$ cat src/hdl/wdr_pkg.sv
// package for the countdown watchdog: register map, field layout, timing counts
// assumes one 100 MHz clock and an axi4-lite register bus
package wdr_pkg;

    // ----------------------------------------------------------------
    // register map
    // ----------------------------------------------------------------
    localparam logic [15:0] WDR_CONTROL_INDEX = 16'h0024;
    localparam logic [15:0] WDR_STATUS_INDEX = 16'h0025;
    localparam logic [15:0] WDR_IRQ_MASK_INDEX = 16'h0026;
    localparam logic [11:0] WDR_CONTROL_ADDR = 12'h090;
    localparam logic [11:0] WDR_STATUS_ADDR = 12'h094;
    localparam logic [11:0] WDR_IRQ_MASK_ADDR = 12'h098;

    // ----------------------------------------------------------------
    // fields and reset values
    // ----------------------------------------------------------------
    localparam int WDR_ACTIVATE_BIT = 7;
    localparam int WDR_TOP_BIT = 6;
    localparam int WDR_FLAG_BIT = 0;
    localparam logic [7:0] WDR_CONTROL_RESET = 8'h7f;
    localparam logic [6:0] WDR_EXPIRE_FROM = 7'h40;

    // ----------------------------------------------------------------
    // timing
    // ----------------------------------------------------------------
    localparam int WDR_CLK_PERIOD_PS = 10000;
    localparam int WDR_MACHINE_CYCLES = 49152;
    localparam int WDR_PULSE_NS = 500;
    localparam int WDR_PULSE_CYCLES = (WDR_PULSE_NS * 1000) / WDR_CLK_PERIOD_PS;

    localparam logic [1:0] WDR_RESP_OKAY = 2'b00;
    localparam logic [1:0] WDR_RESP_SLVERR = 2'b10;

    typedef struct packed {
        logic halt_req;
        logic wait_state;
    } wdr_cpu_t;

    typedef enum logic [1:0] {
        WDR_RUN = 2'b00,
        WDR_PULSE = 2'b01
    } wdr_state_t;

endpackage

$ cat src/hdl/wdr_pulse.sv
// pulse stretcher: holds a low-active reset output for a fixed count of cycles
// assumes a single-cycle trigger on the same clock
`timescale 1ns/100ps
`default_nettype none
module wdr_pulse
    import wdr_pkg::*;
#(
    parameter int CYCLES = WDR_PULSE_CYCLES
) (
    input wire logic aclk,
    input wire logic aresetn,
    input wire logic fire,
    output logic reset_n,
    output logic busy
);
    initial begin
        if (CYCLES < 1 || CYCLES > 255) begin
            $error("wdr_pulse: CYCLES out of range");
        end
    end

    logic [7:0] count;
    logic [7:0] next_count;

    always_comb begin
        next_count = count;
        if (fire && count == 8'h00) begin
            next_count = 8'(CYCLES);
        end else if (count != 8'h00) begin
            next_count = count - 8'h01;
        end
    end

    always_ff @(posedge aclk) begin
        if (!aresetn) begin
            count <= 8'h00;
        end else begin
            count <= next_count;
        end
    end

    assign reset_n = (count == 8'h00);
    assign busy = (count != 8'h00);
endmodule
`default_nettype wire

$ cat src/hdl/wdr_top.sv
// countdown watchdog with axi4-lite register slave and reset pulse output
// assumes the cpu reset feeds aresetn; halt and wait come from cpu logic
`timescale 1ns/100ps
`default_nettype none
module wdr_top
    import wdr_pkg::*;
#(
    parameter int DIVIDE = WDR_MACHINE_CYCLES
) (
    input wire logic aclk,
    input wire logic aresetn,
    input wire logic power_on_resetn,
    input wire wdr_cpu_t cpu,
    input wire logic [11:0] s_axi_awaddr,
    input wire logic s_axi_awvalid,
    output logic s_axi_awready,
    input wire logic [31:0] s_axi_wdata,
    input wire logic [3:0] s_axi_wstrb,
    input wire logic s_axi_wvalid,
    output logic s_axi_wready,
    output logic [1:0] s_axi_bresp,
    output logic s_axi_bvalid,
    input wire logic s_axi_bready,
    input wire logic [11:0] s_axi_araddr,
    input wire logic s_axi_arvalid,
    output logic s_axi_arready,
    output logic [31:0] s_axi_rdata,
    output logic [1:0] s_axi_rresp,
    output logic s_axi_rvalid,
    input wire logic s_axi_rready,
    output logic reset_out_n,
    output logic halt_enter,
    output logic irq
);
    initial begin
        if (DIVIDE < 2 || DIVIDE > 65536) begin
            $error("wdr_top: DIVIDE out of range");
        end
    end

    // ----------------------------------------------------------------
    // bus write side
    // ----------------------------------------------------------------
    logic aw_held, w_held, b_pend;
    logic [11:0] aw_addr;
    logic [7:0] w_byte;
    logic next_aw_held, next_w_held, next_b_pend;
    logic [11:0] next_aw_addr;
    logic [7:0] next_w_byte;
    logic [1:0] bresp, next_bresp;
    logic wr_fire;
    logic wr_ctrl, wr_stat, wr_mask;

    assign s_axi_awready = !aw_held && !b_pend;
    assign s_axi_wready = !w_held && !b_pend;
    assign s_axi_bvalid = b_pend;
    assign s_axi_bresp = bresp;

    function automatic logic known(input logic [11:0] a);
        return a == WDR_CONTROL_ADDR || a == WDR_STATUS_ADDR || a == WDR_IRQ_MASK_ADDR;
    endfunction

    always_comb begin
        next_aw_held = aw_held;
        next_w_held = w_held;
        next_aw_addr = aw_addr;
        next_w_byte = w_byte;
        next_b_pend = b_pend;
        next_bresp = bresp;
        wr_fire = 1'b0;
        if (s_axi_awvalid && s_axi_awready) begin
            next_aw_held = 1'b1;
            next_aw_addr = s_axi_awaddr;
        end
        if (s_axi_wvalid && s_axi_wready) begin
            next_w_held = 1'b1;
            next_w_byte = s_axi_wstrb[0] ? s_axi_wdata[7:0] : 8'h00;
        end
        if (aw_held && w_held) begin
            wr_fire = 1'b1;
            next_aw_held = 1'b0;
            next_w_held = 1'b0;
            next_b_pend = 1'b1;
            next_bresp = known(aw_addr) ? WDR_RESP_OKAY : WDR_RESP_SLVERR;
        end
        if (b_pend && s_axi_bready) begin
            next_b_pend = 1'b0;
        end
    end

    always_ff @(posedge aclk) begin
        if (!aresetn) begin
            aw_held <= 1'b0;
            w_held <= 1'b0;
            aw_addr <= 12'h000;
            w_byte <= 8'h00;
            b_pend <= 1'b0;
            bresp <= 2'b00;
        end else begin
            aw_held <= next_aw_held;
            w_held <= next_w_held;
            aw_addr <= next_aw_addr;
            w_byte <= next_w_byte;
            b_pend <= next_b_pend;
            bresp <= next_bresp;
        end
    end

    // byte lane 0 must be enabled for a store to take effect
    logic lane0;
    always_ff @(posedge aclk) begin
        if (!aresetn) begin
            lane0 <= 1'b0;
        end else if (s_axi_wvalid && s_axi_wready) begin
            lane0 <= s_axi_wstrb[0];
        end
    end

    assign wr_ctrl = wr_fire && lane0 && aw_addr == WDR_CONTROL_ADDR;
    assign wr_stat = wr_fire && lane0 && aw_addr == WDR_STATUS_ADDR;
    assign wr_mask = wr_fire && lane0 && aw_addr == WDR_IRQ_MASK_ADDR;

    // ----------------------------------------------------------------
    // watchdog core
    // ----------------------------------------------------------------
    logic active, next_active;
    logic [6:0] count, next_count;
    logic [15:0] div, next_div;
    logic fire;
    logic pulse_busy;
    wdr_state_t state, next_state;

    always_comb begin
        next_active = active;
        next_count = count;
        next_div = div;
        next_state = state;
        fire = 1'b0;
        // wait state is deliberately not consulted here
        if (div == 16'(DIVIDE - 1)) begin
            next_div = 16'h0000;
            next_count = count - 7'h01;
            if (active && count == WDR_EXPIRE_FROM) begin
                fire = 1'b1;
            end
        end else begin
            next_div = div + 16'h0001;
        end
        if (wr_ctrl) begin
            next_count = w_byte[6:0];
            next_div = 16'h0000;
            if (w_byte[WDR_ACTIVATE_BIT]) begin
                next_active = 1'b1;
            end
            // activation already set counts too: a write cannot clear it
            if ((active || w_byte[WDR_ACTIVATE_BIT]) && !w_byte[WDR_TOP_BIT]) begin
                fire = 1'b1;
            end
        end
        if (active && cpu.halt_req) begin
            fire = 1'b1;
        end
        case (state)
            WDR_RUN: begin
                if (fire) begin
                    next_state = WDR_PULSE;
                end
            end
            WDR_PULSE: begin
                fire = 1'b0;
            end
            default: next_state = WDR_RUN;
        endcase
    end

    always_ff @(posedge aclk) begin
        if (!aresetn) begin
            active <= 1'b0;
            count <= WDR_CONTROL_RESET[6:0];
            div <= 16'h0000;
            state <= WDR_RUN;
        end else begin
            active <= next_active;
            count <= next_count;
            div <= next_div;
            state <= next_state;
        end
    end

    wdr_pulse u_pulse (
        .aclk(aclk),
        .aresetn(aresetn),
        .fire(fire),
        .reset_n(reset_out_n),
        .busy(pulse_busy)
    );

    assign halt_enter = cpu.halt_req && !active;

    // ----------------------------------------------------------------
    // status flag and interrupt
    // ----------------------------------------------------------------
    // the flag survives the ordinary reset; only power-on or a status write with bit 0 set clears it
    logic flag, next_flag, mask, next_mask;
    always_comb begin
        next_flag = flag;
        next_mask = mask;
        if (wr_stat && w_byte[WDR_FLAG_BIT]) begin
            next_flag = 1'b0;
        end
        if (fire) begin
            next_flag = 1'b1;
        end
        if (wr_mask) begin
            next_mask = w_byte[WDR_FLAG_BIT];
        end
    end

    always_ff @(posedge aclk) begin
        if (!power_on_resetn) begin
            flag <= 1'b0;
            mask <= 1'b0;
        end else begin
            flag <= next_flag;
            mask <= next_mask;
        end
    end

    assign irq = flag && mask;

    // ----------------------------------------------------------------
    // bus read side
    // ----------------------------------------------------------------
    logic r_pend, next_r_pend;
    logic [31:0] rdata, next_rdata;
    logic [1:0] rresp, next_rresp;
    assign s_axi_arready = !r_pend;
    assign s_axi_rvalid = r_pend;
    assign s_axi_rdata = rdata;
    assign s_axi_rresp = rresp;

    always_comb begin
        next_r_pend = r_pend;
        next_rdata = rdata;
        next_rresp = rresp;
        if (s_axi_arvalid && !r_pend) begin
            next_r_pend = 1'b1;
            next_rresp = WDR_RESP_OKAY;
            case (s_axi_araddr)
                WDR_CONTROL_ADDR: next_rdata = {24'h000000, active, count};
                WDR_STATUS_ADDR: next_rdata = {31'h00000000, flag};
                WDR_IRQ_MASK_ADDR: next_rdata = {31'h00000000, mask};
                default: begin
                    next_rdata = 32'h00000000;
                    next_rresp = WDR_RESP_SLVERR;
                end
            endcase
        end else if (r_pend && s_axi_rready) begin
            next_r_pend = 1'b0;
        end
    end

    always_ff @(posedge aclk) begin
        if (!aresetn) begin
            r_pend <= 1'b0;
            rdata <= 32'h00000000;
            rresp <= 2'b00;
        end else begin
            r_pend <= next_r_pend;
            rdata <= next_rdata;
            rresp <= next_rresp;
        end
    end

    // ----------------------------------------------------------------
    // checks
    // ----------------------------------------------------------------
    chk_active_sticky: assert property (@(posedge aclk) disable iff (!aresetn)
        active |=> active) else $error("activation bit cleared without reset");
    chk_write_loads: assert property (@(posedge aclk) disable iff (!aresetn)
        wr_ctrl |=> count == $past(w_byte[6:0])) else $error("control write not loaded");
    chk_expire_fires: assert property (@(posedge aclk) disable iff (!aresetn)
        (state == WDR_RUN && active && count == WDR_EXPIRE_FROM && div == 16'(DIVIDE - 1))
        |=> !reset_out_n) else $error("expiry gave no reset");
    chk_soft_reset: assert property (@(posedge aclk) disable iff (!aresetn)
        (state == WDR_RUN && wr_ctrl && (active || w_byte[7]) && !w_byte[6]) |=> !reset_out_n)
        else $error("software reset missing");
    chk_halt_reset: assert property (@(posedge aclk) disable iff (!aresetn)
        (state == WDR_RUN && active && cpu.halt_req) |=> !reset_out_n && !$past(halt_enter))
        else $error("halt while active did not reset");
    chk_flag_set: assert property (@(posedge aclk) disable iff (!aresetn)
        fire |=> flag) else $error("flag not set on watchdog reset");
    chk_no_fire_idle: assert property (@(posedge aclk) disable iff (!aresetn)
        (!active && !wr_ctrl) |-> !fire) else $error("reset while disabled");
    chk_pulse_len: assert property (@(posedge aclk) disable iff (!aresetn)
        $rose(pulse_busy) |-> !reset_out_n [*8]) else $error("reset pulse too short");
    chk_step: assert property (@(posedge aclk) disable iff (!aresetn)
        (div != 16'(DIVIDE - 1) && !wr_ctrl) |=> count == $past(count))
        else $error("counter moved between steps");
endmodule
`default_nettype wire

$ cat config.mk
export PLATFORM = sky130hd
export DESIGN_NAME = wdr_top
export DESIGN_NICKNAME = d
export VERILOG_FILES = /design/src/hdl/wdr_pkg.sv /design/src/hdl/wdr_pulse.sv /design/src/hdl/wdr_top.sv
export SDC_FILE = /design/constraint.sdc
export NUM_CORES = 1
export LEC_CHECK = 0
export ABC_AREA = 1
export BUFFER_PORTS_ARGS = -buffer_cell sky130_fd_sc_hd__buf_2
export CAP_MARGIN = 15
export CORE_MARGIN = 2
export CORE_UTILIZATION = 35
export CTS_CLUSTER_DIAMETER = 40
export CTS_CLUSTER_SIZE = 40
export DETAILED_ROUTE_END_ITERATION = 8
export MAX_ROUTING_LAYER = met4
export PLACE_DENSITY = 0.65
export SLEW_MARGIN = 20
export SYNTH_ARGS = -nofsm -noshare
export SYNTH_HDL_FRONTEND = slang
export SYNTH_SLANG_ARGS = --single-unit
$ cat constraint.sdc
create_clock -name aclk -period 2.1 [get_ports aclk]
set_input_delay 0.315 -clock aclk [delete_from_list [all_inputs] [get_ports aclk]]
set_output_delay 0.315 -clock aclk [all_outputs]
set_load 0.02 [all_outputs]
* Word level (Yosys, flattened, before mapping)
Index checks and enable logic that the tools add are counted.
Storage, ports and cells: bits in registers 97, input bits 70, output and inout port bits 44, word-level logic and storage cells 96
Cells by class: add/subtract/negate cells 3, equality and inequality tests 10, multiplexer cells 21, bitwise gates (word level) 2, reduce and logical (&&, ||, !) cells 42
Operators by type and width (number):
- $eq A12 B8 Y1 const B | 6
- $pmux W8 S3 | 1
- $logic_and A1 B1 Y1 | 19
- $add A16 B1 Y16 const B | 1
- $eq A16 B16 Y1 const B | 1
- $mux W7 | 2
- $mux W6 | 2
- $mux W1 | 11
- $logic_not A8 Y1 | 1
- $mux W8 | 1
- $reduce_bool A2 Y1 | 4
- $reduce_bool A8 Y1 | 1
- $sub A8 B1 Y8 const B | 1
- $eq A7 B7 Y1 const B | 1
- $sub A7 B1 Y7 const B | 1
- $logic_not A1 Y1 | 6
- $mux W2 | 3
- $reduce_or A2 Y1 | 3
- $reduce_or A3 Y1 | 2
- $pmux W2 S2 | 1
- $reduce_and A2 Y1 | 2
- $logic_or A1 B1 Y1 | 3
- $eq A2 B1 Y1 const B | 1
- $logic_not A2 Y1 | 1
- 2 further kinds | 3

* Longest topological paths before layout
depth after elaboration 10, mapped depth 10, depth with buffers taken out 10

* Modules after synthesis
A second synthesis with hierarchy kept.
Second synthesis, totals: cells, all modules 477, area, all modules 3450.8 um^2
By module, submodules not included:
- wdr_top | times used 1, cells an instance 409, area each 2981.6 um^2, seq. area each 1241.2 um^2
- wdr_pulse | times used 1, cells an instance 68, area each 469.2 um^2, seq. area each 160.2 um^2

* Worst setup path before layout
Ideal clock, no wire load.
path kind register to register, from register u_pulse.count[0], to register u_pulse.count[3], setup time 0.116 ns, arrival 1.353 ns, data required time 1.984 ns, slack 0.631 ns, cell stages (with the launch flop) 8, buffers on the path 0, clock period less this slack 1.469 ns, cells stage by stage dfxtp_1 inv_1 ha_1 nand2_1 nor2_1 inv_1 nand2_1 nor2_1
Between the ends: longest elaborated chain between the ends 3, elaborated cells on any way between the ends 5, those cells by class 1 x add/sub; 4 x reduce/logical
RTL lines:
- start: declaration | RTL line wdr_pulse.sv:22 | logic [7:0] count;
- start signal: assignment | RTL line wdr_pulse.sv:38 | count <= next_count;
- $logic_not A8 Y1
- via reset_out_n | RTL line wdr_top.sv:31 | output logic reset_out_n,
- $logic_and A1 B1 Y1 | RTL line wdr_pulse.sv:27 | if (fire && count == 8'h00) begin
- $reduce_or A2 Y1 (no line)
The timed path passes the listed nets, and every way through them passes these cells. A chain may end at the register's enable or synchronous reset.

* Final worst setup path
from register u_pulse.count[0], to output port reset_out_n
Between the ends: longest elaborated chain between the ends 1
RTL lines:
- $logic_not A8 Y1 | RTL line wdr_pulse.sv:42 | assign reset_n = (count == 8'h00);
- end: declaration | RTL line wdr_top.sv:31
No other way between the ends.

==> flow_metrics.tcl <==
set metrics [dict create \
    outcome "complete, no violations" \
    row_count 36 \
    layout-drive-gt1-share_pct 21.2 \
    via_per_inst 4.49 \
    cts-root-buf "clkbuf_8" \
    critPathArrivalTime_ns 1.54 \
    synth-seq-cells 70 \
    use_met3_pct 3.97 \
    cts_tree "yes" \
    clk_latency_ns 0.35 \
    hold_viol 0 \
    port-buffer-count 59 \
    holdWs_ns 0.144 \
    dieWidth_um 103 \
    syn_inst 462 \
    clk_pin_slew_ns 0.07 \
    yosysSeqAreaShare_pct 40.7 \
    cts_buffers 9 \
    power_frac_clock_pct 36.1 \
    critPathCaptureType "output port" \
    grt_pass1_wl_um 11900 \
    fin_area_um2 3980 \
    grt.total_usage_pct 14.6 \
    antenna_found_initial 0 \
    hpwl_um 5270 \
    core_um2 9640 \
    place.gp.congestion 0.825 \
    overflow 0 \
    tightest_slew_ns 0.718 \
    htree_num_levels 3 \
    ctsResizeCount 0 \
    place_ws_ns 0.517 \
    critPathKind "flip-flop to output port" \
    p_sw_uw 988 \
    fin_ws_ns 0.250 \
    drtAntennaViolNets 0 \
    postCtsHoldBufs 0 \
    pin_count 114 \
    dieHeight_um 103 \
    fin_crit_sh_pct 88.1 \
    drtPass1Iterations 4 \
    mostFrequentLayoutCell "nand2_1" \
    area_growth_pct 15.6 \
    post_cts_buffers 0 \
    num_vias 2965 \
    grt_max_degree 28 \
    n_antenna_cell 0 \
    skew_ns 0.0104 \
    fmax_mhz 540 \
    async_reset_ff_share_pct 0 \
    drt_iter0_drc 65 \
    clk_path_buf_depth 2 \
    rsz0062_at_grt "no" \
    die-area_um2 10600 \
    placed_cell_area_um2 3760 \
    grt-busiest-layer "met2" \
    met2_usage_pct 23.9 \
    p_leak_uw 0.00183 \
    avgRoutedWirePerCell_um 10.4 \
    drv_slew 0 \
    totalWireLength_um 6860 \
    p_per_area_nw_per_um2 834 \
    cts.sink_count 70 \
    mostFrequentLayoutCells "nand2_1 (78), nor2_1 (70), dfxtp_1 (70), buf_2 (59), inv_1 (39)" \
    crit_required_ns 1.78 \
    grt_pass1_vias 2821 \
    hold_class "primary input to flip-flop" \
    ys.warnings.count 0 \
    tns_ns 0 \
    min_period_ns 1.85 \
    ir_worst_vdd_mv 0.449 \
    synth_edf_count 0 \
    synth_cell_types 38 \
    switching_share_pct 29.7 \
    power.internal_uw 2330 \
    drv_cap 0 \
    drcViolationCount 0 \
    power.share.sequential_pct 44.9 \
    nNetsFinal 598 \
    grt_use_met1_pct 16.3 \
    finalNonFillerCells 661 \
    pwr-share-comb_pct 18.9 \
    maxSlewHeadroom_pct 52.1 \
    worst_setup_path_start_kind "flip-flop" \
    cp_max_fo 6 \
    dp_cells 645 \
    syn_area_um2 3440 \
    ys.flop_type "dfxtp_1" \
    avgSynthCellArea_um2 7.45 \
    initial_core_util_pct 35.7 \
    setup_violations 0 \
]
-- power by group through the flow --
| stage | Sequential [µW] | Combinational (µW) | Clock, µW |
|---|---|---|---|
| after floorplan | 1520 | 523 | 0 |
| after global placement | 1520 | 612 | 0 |
| after detailed placement | 1520 | 637 | 0 |
| after CTS | 1490 | 639 | 1230 |
| after global routing | 1510 | 723 | 1310 |
| final | 1490 | 629 | 1200 |
-- stage by stage --
step	power, µW	util (%)
after CTS	3370	41.3
after global placement	2130	39.0
after global routing	3540	41.3
after detailed placement	2160	39.0
final	3320	41.3
after floorplan	2040	-
-- worst paths after layout --
path                     from              to  slack (ns)  depth (start not counted)
min              s_axi_bready    s_axi_bvalid        0.14                          2
max reg2reg            div[0]          div[3]        0.51                          8
min reg2reg    s_axi_rdata[4]  s_axi_rdata[4]        0.46                          2
max          u_pulse.count[0]     reset_out_n        0.25                          5
-- sequential cells by signal, indices dropped and copies added, names as in the netlist --
name           count
div               16
aw_addr           12
s_axi_rdata        8
u_pulse.count      8
w_byte             8
count              7
active             1
aw_held            1
flag               1
lane0              1
mask               1
s_axi_bresp        1
s_axi_bvalid       1
s_axi_rresp        1
s_axi_rvalid       1
state              1
w_held             1
-- final cells by class --
type                    instances  area, µm²
fillers                      1019       5660
multi-input cells             336       1710
flip-flops and latches         70       1400
repair buffers                 61        310
inverters                      45        171
well taps                     133        166
clock buffers                  10        128
clock inverters                 6       92.6
-- critical path: stages, from the launching register on --
cell and delay [ns]:
dfxtp_1 0.31, inv_1 0.11, ha_1 0.17, nand2_1 0.05, nor2_1 0.31, buf_2 0.24
-- cell usage after synthesis, types with 2 or more instances --
library cell	count	area, µm²
inv_2	4	15.0
nand2_1	78	293
inv_1	39	146
o21ai_0	17	85.1
nor2_1	70	263
nor3_2	2	20.0
nand3_1	38	190
xnor2_1	6	52.6
nor2_2	14	87.6
nor3b_1	2	15.0
nand4_1	8	50.1
nand3_2	4	40.0
dfxtp_1	70	1400
a21oi_1	30	150
nand2_2	5	31.3
nor3_1	5	25.0
ha_1	5	62.6
buf_4	26	195
xor2_1	12	105
clkbuf_1	6	22.5
buf_2	3	15.0
or2_2	2	12.5
-- routing by layer --
layer / routed length [µm] / up-vias
li1: - / 1548
met1: 3090 / 1332
met2: 3280 / 76
met3: 387 / 9
met4: 107 / 0
met5: 0 / -
-- logic make-up after synthesis --
family	share of synthesized area (%)
other cells	0.109
fa+ha+maj	1.82
flops	40.7
compound gates	8.68
simple gates	31.8
xor+xnor	4.58
buf+inv	12.3
(Power assumes the default switching activity.)
